<file path="config.mk">
export PLATFORM = sky130hd
export DESIGN_NAME = temp_sensor_alarm_control
export DESIGN_NICKNAME = d
export VERILOG_FILES = /design/src/temp_alarm_pkg.sv /design/src/ot_comparator.sv /design/src/smbus_link.sv /design/src/temp_sensor_alarm_control.sv
export SDC_FILE = /design/constraint.sdc
export NUM_CORES = 1
export LEC_CHECK = 0
export BUFFER_PORTS_ARGS = -buffer_cell sky130_fd_sc_hd__buf_2
export CORE_AREA = 2 2 189 191
export CTS_BUF_LIST = sky130_fd_sc_hd__clkbuf_8
export DETAILED_ROUTE_END_ITERATION = 6
export DIE_AREA = 0 0 191 193
export GPL_ROUTABILITY_DRIVEN = 0
export PLACE_DENSITY = 0.63
export SETUP_SLACK_MARGIN = 0.02
export SYNTH_ARGS = -nofsm -noshare
export SYNTH_HDL_FRONTEND = slang
export SYNTH_SLANG_ARGS = --single-unit
</file>
<file path="constraint.sdc">
create_clock -name mclk -period 4.1 [get_ports mclk]
set_input_delay 0.41 -clock mclk [delete_from_list [all_inputs] [get_ports mclk]]
set_output_delay 0.41 -clock mclk [all_outputs]
set_load 0.005 [all_outputs]
</file>
<file path="src/temp_alarm_pkg.sv">
// constants, types and helpers shared by the temperature alarm design
package temp_alarm_pkg;

	localparam int CLK_HZ = 50_000_000;
	localparam int CONV_PERIOD_MS = 250;
	localparam int CONV_PERIOD_CYC = CLK_HZ / 1000 * CONV_PERIOD_MS;
	localparam int BUS_TIMEOUT_MS = 30;
	localparam int BUS_TIMEOUT_CYC = CLK_HZ / 1000 * BUS_TIMEOUT_MS;

	localparam logic [6:0] ARA_ADDR = 7'h0c;
	// arbitrary identification value
	localparam logic [7:0] DEVICE_ID = 8'h5a;

	localparam logic [7:0] CMD_LOCAL_TEMP = 8'h00;
	localparam logic [7:0] CMD_REMOTE_TEMP = 8'h01;
	localparam logic [7:0] CMD_STATUS1 = 8'h02;
	localparam logic [7:0] CMD_CFG_RD = 8'h03;
	localparam logic [7:0] CMD_RATE_RD = 8'h04;
	localparam logic [7:0] CMD_LHI_RD = 8'h05;
	localparam logic [7:0] CMD_LLO_RD = 8'h06;
	localparam logic [7:0] CMD_RHI_RD = 8'h07;
	localparam logic [7:0] CMD_RLO_RD = 8'h08;
	localparam logic [7:0] CMD_CFG_WR = 8'h09;
	localparam logic [7:0] CMD_RATE_WR = 8'h0a;
	localparam logic [7:0] CMD_LHI_WR = 8'h0b;
	localparam logic [7:0] CMD_LLO_WR = 8'h0c;
	localparam logic [7:0] CMD_RHI_WR = 8'h0d;
	localparam logic [7:0] CMD_RLO_WR = 8'h0e;
	localparam logic [7:0] CMD_ONE_SHOT = 8'h0f;
	localparam logic [7:0] CMD_STATUS2 = 8'h12;
	localparam logic [7:0] CMD_OT2_REMOTE = 8'h16;
	localparam logic [7:0] CMD_OT2_LOCAL = 8'h17;
	localparam logic [7:0] CMD_OT1_REMOTE = 8'h19;
	localparam logic [7:0] CMD_OT1_LOCAL = 8'h20;
	localparam logic [7:0] CMD_OVERTEMP_HYSTERESIS = 8'h21;
	localparam logic [7:0] CMD_ID = 8'hfe;

	localparam logic [7:0] RST_POINTER = 8'h00;
	localparam logic [7:0] RST_CFG = 8'h00;
	localparam logic [7:0] RST_RATE = 8'h06;
	localparam logic [7:0] RST_HIGH_LIMIT = 8'h46;
	localparam logic [7:0] RST_LOW_LIMIT = 8'hc9;
	localparam logic [7:0] RST_OT2_REMOTE = 8'h78;
	localparam logic [7:0] RST_OT2_LOCAL = 8'h5a;
	localparam logic [7:0] RST_OT1_REMOTE = 8'h5a;
	localparam logic [7:0] RST_OT1_LOCAL = 8'h46;
	localparam logic [7:0] RST_OVERTEMP_HYSTERESIS = 8'h0a;

	localparam int CFG_MASK_ALL = 7;
	localparam int CFG_STANDBY = 6;
	localparam int CFG_FAULT_QUEUE = 5;
	localparam int CFG_REMOTE2_SEL = 3;
	localparam int CFG_BUS_TIMEOUT_OFF = 2;
	localparam int CFG_MASK_CH2 = 1;
	localparam int CFG_MASK_CH1 = 0;
	// bit 4 is reserved and reads zero
	localparam logic [7:0] CFG_WR_MASK = 8'hef;
	localparam logic [7:0] RATE_WR_MASK = 8'h07;

	localparam logic [2:0] QUEUE_NEED_CH1 = 3'h4;
	localparam logic [2:0] QUEUE_NEED_CH2 = 3'h2;

	typedef enum logic [2:0] {
		LK_IDLE = 3'b000,
		LK_ADDR = 3'b001,
		LK_ACK_OUT = 3'b010,
		LK_RX = 3'b011,
		LK_TX = 3'b100,
		LK_ACK_IN = 3'b101,
		LK_IGNORE = 3'b110
	} link_state_e;

	// true when temp has fallen below limit minus the hysteresis magnitude
	function automatic logic below_release(input logic [7:0] temp,
		input logic [7:0] limit, input logic [7:0] overtemp_hysteresis);
		logic signed [8:0] t;
		logic signed [8:0] r;
		t = {temp[7], temp};
		r = $signed({limit[7], limit}) - $signed({2'b00, overtemp_hysteresis[6:0]});
		return t < r;
	endfunction

	function automatic logic at_or_above(input logic [7:0] a,
		input logic [7:0] b);
		return $signed(a) >= $signed(b);
	endfunction

endpackage

</file>
<file path="src/ot_comparator.sv">
// one overtemperature comparator with shared hysteresis
`timescale 1ns/100ps
`default_nettype none
module ot_comparator
	import temp_alarm_pkg::*;
(
	input wire logic mclk,
	input wire logic rst_b,
	input wire logic [7:0] temp,
	input wire logic [7:0] limit,
	input wire logic [7:0] overtemp_hysteresis,
	input wire logic assess,
	input wire logic allow_set,
	output logic over,
	output logic active
);
	logic active_ff;
	logic nxt_active;

	always_comb begin
		over = at_or_above(temp, limit);
		nxt_active = active_ff;
		if (assess) begin
			if (over && allow_set) begin
				nxt_active = 1'b1;
			end else if (below_release(temp, limit, overtemp_hysteresis)) begin
				nxt_active = 1'b0;
			end
		end
	end

	always_ff @(posedge mclk) begin
		if (!rst_b) begin
			active_ff <= 1'b0;
		end else begin
			active_ff <= nxt_active;
		end
	end

	assign active = active_ff;
endmodule
`default_nettype wire

</file>
<file path="src/smbus_link.sv">
// smbus slave bit engine with alert response arbitration and timeout
`timescale 1ns/100ps
`default_nettype none
module smbus_link
	import temp_alarm_pkg::*;
#(
	parameter int TIMEOUT_CYC = BUS_TIMEOUT_CYC
)(
	input wire logic mclk,
	input wire logic rst_b,
	input wire logic scl_in,
	input wire logic sda_in,
	input wire logic [6:0] own_addr,
	input wire logic timeout_off,
	input wire logic ara_pending,
	input wire logic [7:0] tx_byte,
	output logic sda_out,
	output logic sda_oe,
	output logic own_write,
	output logic wr_strobe,
	output logic [7:0] wr_data,
	output logic rd_load,
	output logic rd_done,
	output logic ara_won
);
	localparam int TW = $clog2(TIMEOUT_CYC + 1);
	localparam logic [TW-1:0] TMO_LAST = TW'(TIMEOUT_CYC - 1);

	logic scl_m_ff, scl_s_ff, scl_p_ff, sda_m_ff, sda_s_ff, sda_p_ff;
	link_state_e st_ff, nxt_st;
	logic [3:0] cnt_ff, nxt_cnt;
	logic [7:0] sh_ff, nxt_sh;
	logic oe_ff, nxt_oe, ara_ff, nxt_ara, to_tx_ff, nxt_to_tx;
	logic [TW-1:0] tmo_ff, nxt_tmo;
	logic nxt_own_write, nxt_wr_strobe, nxt_rd_load, nxt_rd_done;
	logic nxt_ara_won, own_write_ff, wr_strobe_ff, rd_load_ff;
	logic rd_done_ff, ara_won_ff;
	logic rise, fall, start, stop;
	logic [7:0] load_byte;

	always_comb begin
		rise = scl_s_ff & ~scl_p_ff;
		fall = ~scl_s_ff & scl_p_ff;
		start = scl_s_ff & scl_p_ff & sda_p_ff & ~sda_s_ff;
		stop = scl_s_ff & scl_p_ff & ~sda_p_ff & sda_s_ff;
		load_byte = ara_ff ? {own_addr, 1'b0} : tx_byte;
		nxt_st = st_ff;
		nxt_cnt = cnt_ff;
		nxt_sh = sh_ff;
		nxt_oe = oe_ff;
		nxt_ara = ara_ff;
		nxt_to_tx = to_tx_ff;
		nxt_own_write = 1'b0;
		nxt_wr_strobe = 1'b0;
		nxt_rd_load = 1'b0;
		nxt_rd_done = 1'b0;
		nxt_ara_won = 1'b0;
		nxt_tmo = (st_ff != LK_IDLE && !scl_s_ff) ? tmo_ff + 1'b1 : '0;
		if (tmo_ff == TMO_LAST && !timeout_off) begin
			nxt_st = LK_IDLE;
			nxt_oe = 1'b0;
			nxt_tmo = '0;
		end else if (start) begin
			nxt_st = LK_ADDR;
			nxt_cnt = 4'h0;
			nxt_oe = 1'b0;
			nxt_ara = 1'b0;
		end else if (stop) begin
			nxt_st = LK_IDLE;
			nxt_oe = 1'b0;
		end else begin
			case (st_ff)
			LK_ADDR: begin
				if (rise) begin
					nxt_sh = {sh_ff[6:0], sda_s_ff};
					nxt_cnt = cnt_ff + 4'h1;
				end else if (fall && cnt_ff == 4'h8) begin
					if (sh_ff[7:1] == own_addr) begin
						nxt_st = LK_ACK_OUT;
						nxt_oe = 1'b1;
						nxt_to_tx = sh_ff[0];
						nxt_own_write = ~sh_ff[0];
					end else if (sh_ff[7:1] == ARA_ADDR && sh_ff[0] &&
						ara_pending) begin
						nxt_st = LK_ACK_OUT;
						nxt_oe = 1'b1;
						nxt_to_tx = 1'b1;
						nxt_ara = 1'b1;
					end else begin
						nxt_st = LK_IGNORE;
					end
				end
			end
			LK_ACK_OUT: begin
				if (fall) begin
					nxt_cnt = 4'h0;
					if (to_tx_ff) begin
						nxt_sh = load_byte;
						nxt_oe = ~load_byte[7];
						nxt_rd_load = ~ara_ff;
						nxt_st = LK_TX;
					end else begin
						nxt_oe = 1'b0;
						nxt_st = LK_RX;
					end
				end
			end
			LK_RX: begin
				if (rise) begin
					nxt_sh = {sh_ff[6:0], sda_s_ff};
					nxt_cnt = cnt_ff + 4'h1;
				end else if (fall && cnt_ff == 4'h8) begin
					nxt_wr_strobe = 1'b1;
					nxt_oe = 1'b1;
					nxt_to_tx = 1'b0;
					nxt_st = LK_ACK_OUT;
				end
			end
			LK_TX: begin
				if (rise) begin
					nxt_cnt = cnt_ff + 4'h1;
					if (!oe_ff && !sda_s_ff) begin
						nxt_st = LK_IGNORE;
					end
				end else if (fall) begin
					if (cnt_ff == 4'h8) begin
						nxt_oe = 1'b0;
						nxt_st = LK_ACK_IN;
					end else begin
						nxt_sh = {sh_ff[6:0], 1'b0};
						nxt_oe = ~sh_ff[6];
					end
				end
			end
			LK_ACK_IN: begin
				if (rise) begin
					nxt_rd_done = ~ara_ff;
					nxt_ara_won = ara_ff;
					if (ara_ff || sda_s_ff) begin
						nxt_st = LK_IGNORE;
					end else begin
						nxt_st = LK_ACK_OUT;
						nxt_to_tx = 1'b1;
					end
				end
			end
			default: begin
				nxt_st = st_ff;
			end
			endcase
		end
	end

	always_ff @(posedge mclk) begin
		if (!rst_b) begin
			{scl_m_ff, scl_s_ff, scl_p_ff} <= 3'h7;
			{sda_m_ff, sda_s_ff, sda_p_ff} <= 3'h7;
			st_ff <= LK_IDLE;
			cnt_ff <= 4'h0;
			sh_ff <= 8'h00;
			oe_ff <= 1'b0;
			ara_ff <= 1'b0;
			to_tx_ff <= 1'b0;
			tmo_ff <= '0;
			{own_write_ff, wr_strobe_ff, rd_load_ff} <= 3'h0;
			{rd_done_ff, ara_won_ff} <= 2'h0;
		end else begin
			scl_m_ff <= scl_in;
			scl_s_ff <= scl_m_ff;
			scl_p_ff <= scl_s_ff;
			sda_m_ff <= sda_in;
			sda_s_ff <= sda_m_ff;
			sda_p_ff <= sda_s_ff;
			st_ff <= nxt_st;
			cnt_ff <= nxt_cnt;
			sh_ff <= nxt_sh;
			oe_ff <= nxt_oe;
			ara_ff <= nxt_ara;
			to_tx_ff <= nxt_to_tx;
			tmo_ff <= nxt_tmo;
			own_write_ff <= nxt_own_write;
			wr_strobe_ff <= nxt_wr_strobe;
			rd_load_ff <= nxt_rd_load;
			rd_done_ff <= nxt_rd_done;
			ara_won_ff <= nxt_ara_won;
		end
	end

	assign sda_out = 1'b0;
	assign sda_oe = oe_ff;
	assign own_write = own_write_ff;
	assign wr_strobe = wr_strobe_ff;
	assign wr_data = sh_ff;
	assign rd_load = rd_load_ff;
	assign rd_done = rd_done_ff;
	assign ara_won = ara_won_ff;
endmodule
`default_nettype wire

</file>
<file path="src/temp_sensor_alarm_control.sv">
// alarm, overtemperature, conversion and register control of the sensor
`timescale 1ns/100ps
`default_nettype none
module temp_sensor_alarm_control
	import temp_alarm_pkg::*;
#(
	parameter int CONV_CYC = CONV_PERIOD_CYC,
	parameter int TIMEOUT_CYC = BUS_TIMEOUT_CYC
)(
	input wire logic mclk,
	input wire logic rst_b,
	input wire logic scl_in,
	input wire logic sda_in,
	output logic sda_out,
	output logic sda_oe,
	input wire logic [6:0] own_addr,
	output logic alert_out,
	output logic alert_oe,
	output logic first_overtemp_output_b,
	output logic second_overtemp_output_b,
	output logic conv_start,
	input wire logic conv_done,
	input wire logic [7:0] local_temp,
	input wire logic [7:0] remote1_temp,
	input wire logic [7:0] remote2_temp,
	input wire logic remote1_open,
	input wire logic remote2_open
);
	localparam logic [23:0] PERIOD_LAST = 24'(CONV_CYC - 1);

	logic [6:0] addr_m_ff, addr_s_ff;
	logic [7:0] ptr_ff, nxt_ptr, cfg_ff, nxt_cfg, rate_ff, nxt_rate;
	logic [7:0] lhi_ff, nxt_lhi, llo_ff, nxt_llo, ot1l_ff, nxt_ot1l;
	logic [7:0] ot2l_ff, nxt_ot2l, overtemp_hysteresis_ff, nxt_overtemp_hysteresis;
	logic [7:0] rhi_ff [2], nxt_rhi [2], rlo_ff [2], nxt_rlo [2];
	logic [7:0] ot1r_ff [2], nxt_ot1r [2], ot2r_ff [2], nxt_ot2r [2];
	logic [7:0] rt_ff [2], nxt_rt [2], lt_ff, nxt_lt;
	logic [1:0] open_ff, nxt_open;
	logic [2:0] q_ff [2], nxt_q [2], q_inc [2], q_need [2];
	logic [1:0] qual;
	logic expect_cmd_ff, nxt_expect_cmd, busy_ff, nxt_busy;
	logic eval_ff, nxt_eval, recheck_ff, nxt_recheck;
	logic alert_ff, nxt_alert, start_ff, one_shot;
	logic [23:0] timer_ff, nxt_timer;
	logic [6:0] st1_ff, nxt_st1, st1_set;
	logic [7:1] st2_ff, nxt_st2, st2_set;
	logic ot1_b_ff, ot2_b_ff, start, stat_clr, cause;
	logic [7:0] tx_byte, wr_data;
	logic own_write, wr_strobe, rd_done, ara_won, sel;
	logic [2:0] ot1_over, ot1_act, ot2_over, ot2_act;
	logic lhi_f, llo_f;
	logic [1:0] rhi_f, rlo_f;

	smbus_link #(
		.TIMEOUT_CYC(TIMEOUT_CYC)
	) link (
		.mclk(mclk),
		.rst_b(rst_b),
		.scl_in(scl_in),
		.sda_in(sda_in),
		.own_addr(addr_s_ff),
		.timeout_off(cfg_ff[CFG_BUS_TIMEOUT_OFF]),
		.ara_pending(alert_ff & ~cfg_ff[CFG_BUS_TIMEOUT_OFF]),
		.tx_byte(tx_byte),
		.sda_out(sda_out),
		.sda_oe(sda_oe),
		.own_write(own_write),
		.wr_strobe(wr_strobe),
		.wr_data(wr_data),
		.rd_load(),
		.rd_done(rd_done),
		.ara_won(ara_won)
	);

	// comparator order: local, remote 1, remote 2
	genvar gi;
	generate
		for (gi = 0; gi < 3; gi++) begin : g_ot
			logic [7:0] t, l1, l2;
			assign t = (gi == 0) ? lt_ff : rt_ff[(gi == 2) ? 1 : 0];
			assign l1 = (gi == 0) ? ot1l_ff : ot1r_ff[(gi == 2) ? 1 : 0];
			assign l2 = (gi == 0) ? ot2l_ff : ot2r_ff[(gi == 2) ? 1 : 0];
			ot_comparator ot1 (
				.mclk(mclk),
				.rst_b(rst_b),
				.temp(t),
				.limit(l1),
				.overtemp_hysteresis(overtemp_hysteresis_ff),
				.assess(eval_ff | recheck_ff),
				.allow_set(eval_ff),
				.over(ot1_over[gi]),
				.active(ot1_act[gi])
			);
			// second output of a remote channel waits on queue when enabled; local one does not
			ot_comparator ot2 (
				.mclk(mclk),
				.rst_b(rst_b),
				.temp(t),
				.limit(l2),
				.overtemp_hysteresis(overtemp_hysteresis_ff),
				.assess(eval_ff | recheck_ff),
				.allow_set(eval_ff & ((gi == 0) | qual[(gi == 2) ? 1 : 0])),
				.over(ot2_over[gi]),
				.active(ot2_act[gi])
			);
		end
	endgenerate

	always_comb begin
		sel = cfg_ff[CFG_REMOTE2_SEL];
		q_need[0] = QUEUE_NEED_CH1;
		q_need[1] = QUEUE_NEED_CH2;
		for (int i = 0; i < 2; i++) begin
			q_inc[i] = (q_ff[i] == 3'h7) ? q_ff[i] : q_ff[i] + 3'h1;
			qual[i] = ~cfg_ff[CFG_FAULT_QUEUE] | (q_inc[i] >= q_need[i]);
			rhi_f[i] = $signed(rt_ff[i]) > $signed(rhi_ff[i]);
			rlo_f[i] = $signed(rt_ff[i]) < $signed(rlo_ff[i]);
		end
		lhi_f = $signed(lt_ff) > $signed(lhi_ff);
		llo_f = $signed(lt_ff) < $signed(llo_ff);
		st1_set = {lhi_f, llo_f, rhi_f[0], rlo_f[0], open_ff[0],
			ot1_over[1], ot1_over[0]};
		st2_set = {ot2_over[0], ot2_over[2], ot2_over[1], rhi_f[1],
			rlo_f[1], open_ff[1], ot1_over[2]};
		// masks gate remote alert causes per channel and all causes globally
		// limits and open diodes raise alert
		cause = ~cfg_ff[CFG_MASK_ALL] & ((lhi_f | llo_f) |
			(~cfg_ff[CFG_MASK_CH1] & (rhi_f[0] | rlo_f[0] | open_ff[0])) |
			(~cfg_ff[CFG_MASK_CH2] & (rhi_f[1] | rlo_f[1] | open_ff[1])));
		case (ptr_ff)
		CMD_LOCAL_TEMP: tx_byte = lt_ff;
		CMD_REMOTE_TEMP: tx_byte = rt_ff[sel];
		// busy shown live in top bit
		CMD_STATUS1: tx_byte = {busy_ff, st1_ff};
		CMD_STATUS2: tx_byte = {st2_ff, 1'b0};
		CMD_CFG_RD: tx_byte = cfg_ff;
		CMD_RATE_RD: tx_byte = rate_ff;
		CMD_LHI_RD: tx_byte = lhi_ff;
		CMD_LLO_RD: tx_byte = llo_ff;
		CMD_RHI_RD: tx_byte = rhi_ff[sel];
		CMD_RLO_RD: tx_byte = rlo_ff[sel];
		CMD_OT2_REMOTE: tx_byte = ot2r_ff[sel];
		CMD_OT2_LOCAL: tx_byte = ot2l_ff;
		CMD_OT1_REMOTE: tx_byte = ot1r_ff[sel];
		CMD_OT1_LOCAL: tx_byte = ot1l_ff;
		CMD_OVERTEMP_HYSTERESIS: tx_byte = overtemp_hysteresis_ff;
		CMD_ID: tx_byte = DEVICE_ID;
		default: tx_byte = 8'h00;
		endcase
	end

	// register writes and command pointer
	always_comb begin
		nxt_ptr = ptr_ff;
		nxt_cfg = cfg_ff;
		nxt_rate = rate_ff;
		nxt_lhi = lhi_ff;
		nxt_llo = llo_ff;
		nxt_ot1l = ot1l_ff;
		nxt_ot2l = ot2l_ff;
		nxt_overtemp_hysteresis = overtemp_hysteresis_ff;
		nxt_rhi = rhi_ff;
		nxt_rlo = rlo_ff;
		nxt_ot1r = ot1r_ff;
		nxt_ot2r = ot2r_ff;
		nxt_expect_cmd = expect_cmd_ff | own_write;
		nxt_recheck = 1'b0;
		one_shot = 1'b0;
		if (wr_strobe && expect_cmd_ff) begin
			nxt_ptr = wr_data;
			nxt_expect_cmd = 1'b0;
			one_shot = (wr_data == CMD_ONE_SHOT);
		end else if (wr_strobe) begin
			case (ptr_ff)
			CMD_CFG_WR: nxt_cfg = wr_data & CFG_WR_MASK;
			CMD_RATE_WR: nxt_rate = wr_data & RATE_WR_MASK;
			CMD_LHI_WR: nxt_lhi = wr_data;
			CMD_LLO_WR: nxt_llo = wr_data;
			CMD_RHI_WR: nxt_rhi[sel] = wr_data;
			CMD_RLO_WR: nxt_rlo[sel] = wr_data;
			CMD_OT2_REMOTE: nxt_ot2r[sel] = wr_data;
			CMD_OT2_LOCAL: nxt_ot2l = wr_data;
			CMD_OT1_REMOTE: nxt_ot1r[sel] = wr_data;
			CMD_OT1_LOCAL: nxt_ot1l = wr_data;
			// magnitude stored as written, bit 7 ignored
			CMD_OVERTEMP_HYSTERESIS: nxt_overtemp_hysteresis = wr_data;
			default: nxt_ptr = ptr_ff;
			endcase
			nxt_recheck = (ptr_ff == CMD_OVERTEMP_HYSTERESIS) || (ptr_ff == CMD_OT1_LOCAL) ||
				(ptr_ff == CMD_OT2_LOCAL) || (ptr_ff == CMD_OT1_REMOTE) ||
				(ptr_ff == CMD_OT2_REMOTE);
		end
	end

	// conversion timing, status and alert
	always_comb begin
		// one-shot or timer expiry starts a conversion
		start = ~busy_ff & (one_shot |
			(~cfg_ff[CFG_STANDBY] & timer_ff == 24'h0));
		nxt_timer = timer_ff;
		if (start) begin
			nxt_timer = PERIOD_LAST;
		end else if (~cfg_ff[CFG_STANDBY] && timer_ff != 24'h0) begin
			nxt_timer = timer_ff - 24'h1;
		end
		nxt_busy = busy_ff;
		nxt_eval = 1'b0;
		nxt_lt = lt_ff;
		nxt_rt = rt_ff;
		nxt_open = open_ff;
		if (start) begin
			nxt_busy = 1'b1;
		end else if (busy_ff && conv_done) begin
			nxt_busy = 1'b0;
			nxt_eval = 1'b1;
			nxt_lt = local_temp;
			nxt_rt[0] = remote1_temp;
			nxt_rt[1] = remote2_temp;
			nxt_open = {remote2_open, remote1_open};
		end
		// standby write aborts a running conversion
		if (nxt_cfg[CFG_STANDBY] && !cfg_ff[CFG_STANDBY]) begin
			nxt_busy = 1'b0;
			nxt_eval = 1'b0;
		end
		nxt_q = q_ff;
		if (eval_ff) begin
			nxt_q[0] = ot2_over[1] ? q_inc[0] : 3'h0;
			nxt_q[1] = ot2_over[2] ? q_inc[1] : 3'h0;
		end
		// status read clears flags; new event wins
		stat_clr = rd_done & (ptr_ff == CMD_STATUS1 | ptr_ff == CMD_STATUS2);
		nxt_st1 = (stat_clr ? 7'h00 : st1_ff) | (eval_ff ? st1_set : 7'h00);
		nxt_st2 = (stat_clr ? 7'h00 : st2_ff) | (eval_ff ? st2_set : 7'h00);
		// latched until status read or response won
		// set again at conversion end if fault stays
		// set only once per finished conversion
		nxt_alert = (alert_ff & ~(stat_clr | ara_won)) | (eval_ff & cause);
	end

	always_ff @(posedge mclk) begin
		if (!rst_b) begin
			addr_m_ff <= 7'h00;
			addr_s_ff <= 7'h00;
			ptr_ff <= RST_POINTER;
			cfg_ff <= RST_CFG;
			rate_ff <= RST_RATE;
			lhi_ff <= RST_HIGH_LIMIT;
			llo_ff <= RST_LOW_LIMIT;
			ot1l_ff <= RST_OT1_LOCAL;
			ot2l_ff <= RST_OT2_LOCAL;
			overtemp_hysteresis_ff <= RST_OVERTEMP_HYSTERESIS;
			for (int i = 0; i < 2; i++) begin
				rhi_ff[i] <= RST_HIGH_LIMIT;
				rlo_ff[i] <= RST_LOW_LIMIT;
				ot1r_ff[i] <= RST_OT1_REMOTE;
				ot2r_ff[i] <= RST_OT2_REMOTE;
				rt_ff[i] <= 8'h00;
				q_ff[i] <= 3'h0;
			end
			lt_ff <= 8'h00;
			open_ff <= 2'h0;
			{expect_cmd_ff, recheck_ff, busy_ff, eval_ff} <= 4'h0;
			{alert_ff, start_ff, ot1_b_ff, ot2_b_ff} <= 4'h3;
			timer_ff <= 24'h0;
			st1_ff <= 7'h00;
			st2_ff <= 7'h00;
		end else begin
			addr_m_ff <= own_addr;
			addr_s_ff <= addr_m_ff;
			ptr_ff <= nxt_ptr;
			cfg_ff <= nxt_cfg;
			rate_ff <= nxt_rate;
			lhi_ff <= nxt_lhi;
			llo_ff <= nxt_llo;
			ot1l_ff <= nxt_ot1l;
			ot2l_ff <= nxt_ot2l;
			overtemp_hysteresis_ff <= nxt_overtemp_hysteresis;
			rhi_ff <= nxt_rhi;
			rlo_ff <= nxt_rlo;
			ot1r_ff <= nxt_ot1r;
			ot2r_ff <= nxt_ot2r;
			rt_ff <= nxt_rt;
			q_ff <= nxt_q;
			lt_ff <= nxt_lt;
			open_ff <= nxt_open;
			expect_cmd_ff <= nxt_expect_cmd;
			recheck_ff <= nxt_recheck;
			busy_ff <= nxt_busy;
			eval_ff <= nxt_eval;
			alert_ff <= nxt_alert;
			start_ff <= start;
			timer_ff <= nxt_timer;
			st1_ff <= nxt_st1;
			st2_ff <= nxt_st2;
			// any channel whose comparator has latched at or above its threshold (remote second outputs after the queue when enabled)
			// comparator release held inside each instance
			ot1_b_ff <= ~|ot1_act;
			ot2_b_ff <= ~|ot2_act;
		end
	end

	assign alert_out = 1'b0;
	assign alert_oe = alert_ff;
	assign first_overtemp_output_b = ot1_b_ff;
	assign second_overtemp_output_b = ot2_b_ff;
	assign conv_start = start_ff;
endmodule
`default_nettype wire

</file>
==> flow_metrics.tcl, run 1 <==
set metrics [dict create \
    num-fill-cells 3334 \
    drive_gt1_share_pct 8.066 \
    r2r_slack_ns 0.50 \
    pin_count 45 \
    synth_top_flop_cell "dfxtp_1" \
    clock_skew_ns 0.02713 \
    seq_power_share_pct 42.9 \
    p_int_uw 4713 \
    vdd_ir_drop_max_mv 0.3261 \
    wl_mm 55.74 \
    crit_path_max_incr_delay_ns 0.89 \
    power_leakage_uw 0.007851 \
    drtIter0Drc 1553 \
    core.rowCount 69 \
    arrival_ns 4.08 \
    worstPathRequired_ns 4.58 \
    fmax_mhz 277.7 \
    status "finished with violations" \
    p_clk_share_pct 38.0 \
    fin_crit_sh_pct 87.83 \
    synth_top_cells_by_area "dfxtp_1 31%, ha_1 14%, nand2_1 6.9%" \
    setup_ws_ns 0.4989 \
    ys_ff_latch 269 \
    track_usage_pct 30.35 \
    p_sw_uw 2206 \
    synth_top_area_cell "dfxtp_1" \
    routedWlPerCell_um 20.61 \
    die_y_um 193 \
    synth-seq-area-share_pct 31.33 \
    drv_cap 0 \
    cts_made_buffers 49 \
    synth_top_area_share_pct 31.33 \
    grt_pass1_wl_mm 86.10 \
    cts_sinks 269 \
    grt.overflow.total 0 \
    dieArea_um2 36860 \
    cts_root_buf "clkbuf_8" \
    cp-end-kind "flop" \
    finalSetupTns_ns 0 \
    setup_viol 0 \
    r2r_cells 7 \
    syn_inst 2173 \
    dr.pass1.iters 7 \
    antenna_found_initial 0 \
    hpwl_mm 39.75 \
    tightest_slew_ns 0.9919 \
    final.min_clock_period_ns 3.601 \
    rsz0062_at_grt "no" \
    synth-edff-count 0 \
    avgViaCountPerCell 5.986 \
    route.vias.total 16190 \
    p_sw_share_pct 31.88 \
    reg2reg_from "ptr_ff[1]" \
    worstHoldPathType "primary input to flop" \
    maxSlewViolCount 0 \
    ys_types 81 \
    start_kind "flop" \
    final_nets 2445 \
    holdPathStages 3 \
    critPathKind "flop to flop" \
    hold_viol 0 \
    yosys_warnings 0 \
    cpMaxStageDelayCell "dfxtp_1" \
    first_global_vias 15360 \
    yosys.cell_count.top_type "nand2_1" \
    syn_to_final_growth_pct 10.85 \
    ys_async_sr_fraction_pct 0 \
    clk_pin_slew_ns 0.06 \
    synth_area_per_cell_um2 7.910 \
    htree_levels 2 \
    timing.rr.end "link.wr_data[3]" \
    violations "design-rule violations" \
    clk_latency_ns 0.65 \
    critical_path_peak_fanout 22 \
    insertedDiodeCount 0 \
    cts_tree "yes" \
    crit_path_cell_trace "nor2b_1, buf_4, and3_1, a222oi_1, o211ai_1, a2111oi_0, o21ai_0" \
    synth_common_cells "317 x nand2_1, 269 x dfxtp_1, 189 x ha_1" \
    initial_core_util_pct 49.16 \
    core_um2 34960 \
    ant_nets 0 \
    route.detailed.drc 6 \
    slew_headroom_pct 33.32 \
    pre_cts_ws_ns 0.2646 \
    p_comb_share_pct 19.0 \
    startpoint "ptr_ff[1]" \
    synth_area_um2 17190 \
    grt_start_max_net_pins 80 \
    clk_path_buf_depth 3 \
    die_w_um 191 \
    endpoint "link.wr_data[3]" \
    io_buffers 42 \
    power.density_nw_per_um2 363.2 \
]
==> final cells by class <==
class | count | area [µm²] | area share, %
Clock inverter | 21 | 132.6 | 0.6961
Inverter | 153 | 576.8 | 3.028
Clock buffer | 62 | 853.3 | 4.479
Timing Repair Buffer | 101 | 735.7 | 3.862
Sequential cell | 269 | 5388 | 28.28
Multi-Input combinational cell | 1638 | 10790 | 56.63
Tap cell | 461 | 576.8 | 3.028
==> sequential cells by signal, summed over array words and instances (netlist names), 8 cells and up <==
name                    flops
ptr_ff                      8
llo_ff                      8
g_ot.l1                    24
link.wr_data                8
link.tmo_ff                21
overtemp_hysteresis_ff      8
lhi_ff                      8
timer_ff                   24
rhi_ff                     16
rlo_ff                     16
g_ot.t                     24
g_ot.l2                    24
==> cell families (layout without fill, tap and decap cells) <==
family                   count (synthesis)  in the layout  share of synthesized area, %
AO/OA/AOI/OAI                          500            500                         18.32
XOR/XNOR                                79             79                         4.026
adder cells (fa/ha/maj)                195            195                         14.46
buffers and inverters                  267            337                         5.991
flip-flops                             269            269                         31.33
multiplexers                            36             36                         2.148
other                                    1              2                       0.02182
AND/OR/NAND/NOR                        826            826                         23.71
==> worst min-delay path by stage <==
stage | start | endpoint | slack, ns
5_1_grt | remote2_temp[5] | g_ot[2].t[5] | 0.03
3_5_place_dp | link.sda_m_ff | link.sda_s_ff | 0.41
3_3_place_gp | link.scl_m_ff | link.scl_s_ff | 0.39
4_1_cts | remote2_temp[0] | g_ot[2].t[0] | 0.002
6_report | remote2_temp[6] | g_ot[2].t[6] | 0.02
2_1_floorplan | link.scl_m_ff | link.scl_s_ff | 0.39
==> per-layer routing <==
metal / GRT usage, % / share of wire (%)
met1: 39.04 / 42
met2: 48.93 / 44
met3: 4.543 / 8.2
met4: 16.70 / 5.3
met5: 0.9284 / 0
==> timing repair <==
item                                    4_1_cts  5_1_grt
buffers inserted                              0        0
endpoints found under the hold margin        27        0
hold buffers                                 27        0
endpoints found under the setup margin        0        1
resized for setup                             0        1
==> metrics by stage <==
stage	total power (µW)	cell area [µm²]	util, %	cells	hold WS, ns
after floorplan	3904	17190	-	2174	0.3863
after global placement	4262	17790	50.89	2595	0.3914
after detailed placement	4297	17790	50.89	2595	0.4052
after CTS	6944	19050	54.49	2705	0.001850
after global routing	7256	19050	54.49	2705	0.02529
final	6919	19050	54.49	2705	0.02142
==> cell usage in the layout, fill, tap and decap left out, types with 9 or more instances in the layout <==
cell type,Yosys,routed
and2_1,25,25
nand2b_1,34,34
xnor2_1,42,42
a211oi_1,16,16
nor2_1,117,117
xor2_1,37,37
a21boi_0,10,10
and3_1,18,18
nor4b_1,11,11
inv_1,151,165
nor3_1,36,36
a21oi_1,184,184
dfxtp_1,269,267
a31oi_1,17,17
clkbuf_8,0,62
buf_4,2,32
a221oi_1,14,14
nand3_1,129,129
nor2b_1,29,29
o21a_1,22,22
ha_1,189,189
o211ai_1,30,30
o22ai_1,9,9
a22oi_1,15,15
o21ai_0,90,90
or2_2,12,12
mux2i_1,29,29
buf_2,10,41
nand2_1,317,317
a21o_1,21,21
nand4_1,32,32
dlygate4sd3_1,0,27
nand4b_1,9,9
==> power groups by stage <==
stage / combinational (µW) / clock (µW) / sequential (µW)
2_1_floorplan: 999 / 0 / 2900
4_1_cts: 1310 / 2670 / 2960
3_3_place_gp: 1250 / 0 / 3020
6_report: 1320 / 2630 / 2970
3_5_place_dp: 1280 / 0 / 3020
5_1_grt: 1470 / 2790 / 2990
==> critical path: cells and delay by family (launching register included) <==
kind                   cells  cell delay [ns]
buffers and inverters      1             0.25
DFF                        1             0.89
and+or+nand+nor            2             0.58
AOI/OAI and AO/OA          4             1.71
(Power assumes the default switching activity.)
==> run 2: changes to the inputs <==
CORE_AREA = 2 2 216 218   (was 2 2 189 191)
DIE_AREA = 0 0 218 220   (was 0 0 191 193)
PLACE_DENSITY = 0.51   (was 0.63)
==> run 2 against run 1 <==
  * The flow now finishes without violations
  * Register-to-register slack worse by 0.06 ns
  * Utilization shrank 12 points
  * Die area rose by 30%
  * Sequential power hardly changed
  * Combinational power barely moved
  * Global-route usage fell by 5.8 points
  * Setup slack worse by 0.062 ns
  * Count of clock-buffer cells in the layout grew 5
==> flow_metrics.tcl, run 2 (synthesis results as in run 1) <==
set metrics [dict create \
    fin_crit_sh_pct 89.34 \
    crit_path_max_incr_delay_ns 1.04 \
    tightest_slew_ns 1.127 \
    clk_latency_ns 0.66 \
    rsz0062_at_grt "no" \
    critical_path_peak_fanout 22 \
    hpwl_mm 42.01 \
    cpMaxStageDelayCell "a2111oi_0" \
    cp-end-kind "flop" \
    die_w_um 218 \
    cts_tree "yes" \
    track_usage_pct 24.51 \
    drv_cap 0 \
    hold_viol 0 \
    placedCellCount 2747 \
    pin_count 45 \
    clk_pin_slew_ns 0.06 \
    arrival_ns 4.12 \
    ff_latch_area_um2 5389 \
    drtIter0Drc 1259 \
    power_leakage_uw 0.007991 \
    worstPathRequired_ns 4.56 \
    num-fill-cells 4689 \
    dr.pass1.iters 5 \
    vdd_ir_drop_max_mv 0.2513 \
    insertedDiodeCount 0 \
    cts_root_buf "clkbuf_8" \
    htree_levels 2 \
    initial_core_util_pct 37.48 \
    finalNonFillerCells 2878 \
    post-route-util_pct 42.49 \
    grt_start_max_net_pins 80 \
    cts_setup_buffers 0 \
    power.density_nw_per_um2 367.9 \
    worstHoldPathType "primary input to flop" \
    io_buffers 42 \
    final_common_cell "nand2_1" \
    final.min_clock_period_ns 3.663 \
    clk_path_buf_depth 3 \
    fmax_mhz 273.0 \
    clock_skew_ns 0.05007 \
    drive_gt1_share_pct 8.807 \
    grt.overflow.total 0 \
    syn_to_final_growth_pct 13.38 \
    routedWlPerCell_um 20.35 \
    avgViaCountPerCell 5.573 \
    grt_pass1_wl_mm 90.76 \
    critPathKind "flop to flop" \
    route.detailed.drc 0 \
    cts_sinks 269 \
    core_um2 45860 \
    maxSlewViolCount 0 \
    slew_headroom_pct 22.92 \
    setup_viol 0 \
    wl_mm 58.57 \
    core.rowCount 79 \
    crit_path_cell_trace "nor2b_1, buf_4, and3_1, a222oi_1, o211ai_1, a2111oi_0, o21ai_0" \
    finalSetupTns_ns 0 \
    first_global_vias 15520 \
    die_y_um 220 \
    multi_input_area_um2 10790 \
    final_nets 2462 \
    dieArea_um2 47960 \
    cts_made_buffers 52 \
    ant_nets 0 \
    route.vias.total 16040 \
    status "complete, no violations" \
    start_kind "flop" \
    final_cell_mix "317 x nand2_1, 266 x dfxtp_1, 189 x ha_1" \
    antenna_found_initial 0 \
]
run 2: cell count changes in the layout (fill, tap and decap cells not counted), sizes merged:
cell and delta:
clkinv +5, buf +6, inv +2, bufinv +1, dlygate4sd3 +8, clkbuf +5
run 2: repair_timing:
| item | in CTS | in global routing |
|---|---|---|
| hold endpoints to repair | 35 | 0 |
| setup endpoints to repair | 0 | 1 |
| hold buffers | 35 | 0 |
| gates resized for setup | 0 | 1 |
run 2: stage by stage:
step                      setup slack [ns]  area, µm²  hold WS, ns  power (µW)
after floorplan                      1.024      17190       0.3863        3904
after global placement              0.4701      18020       0.3973        4295
after detailed placement            0.4108      18020       0.4049        4313
after CTS                           0.3962      19490     0.002772        7230
after global routing                0.3220      19490      0.04341        7542
final                               0.4372      19490      0.04071        7169
run 2: power by group:
| group | leakage (µW) | switching [µW] | internal, µW |
|---|---|---|---|
| registers | 0.00218 | 210 | 2740 |
| logic | 0.00518 | 787 | 557 |
| clock network | 0.000635 | 1270 | 1600 |
run 2: final timing paths:
path              startpoint              end  slack, ns  cells past startpoint
max reg2reg        ptr_ff[1]  link.wr_data[3]       0.44                      7
min          remote1_temp[5]     g_ot[1].t[5]       0.04                      3
min reg2reg    link.scl_m_ff    link.scl_s_ff       0.42                      1
max                ptr_ff[1]  link.wr_data[3]       0.44                      7
run 2: area by class of cell:
cell class / instances / share of cell area (%)
Clock buffer: 67 / 4.732
Clock inverter: 29 / 0.9759
Inverter: 153 / 2.960
Multi-Input combinational cell: 1638 / 55.36
Sequential cell: 269 / 27.65
Tap cell: 607 / 3.897
Timing Repair Buffer: 115 / 4.417
run 2: worst max-delay path: cells and delay by family (launching register included):
family	cells	cell delay (ns)
AO/OA/AOI/OAI	4	1.83
AND/OR/NAND/NOR	2	0.53
flip-flops	1	0.90
buffers and inverters	1	0.24
run 2: per-layer routing:
| metal | part of all wire, % | wire length (µm) | vias to the layer above | track usage [%] |
|---|---|---|---|---|
| met3 | 5.9 | 3465 | 125 | 3.837 |
| met1 | 46 | 26850 | 7561 | 32.70 |
| li1 | - | - | 7835 | - |
| met2 | 45 | 26310 | 517 | 39.82 |
| met5 | 0 | 0 | - | 0 |
| met4 | 3.3 | 1941 | 0 | 9.161 |
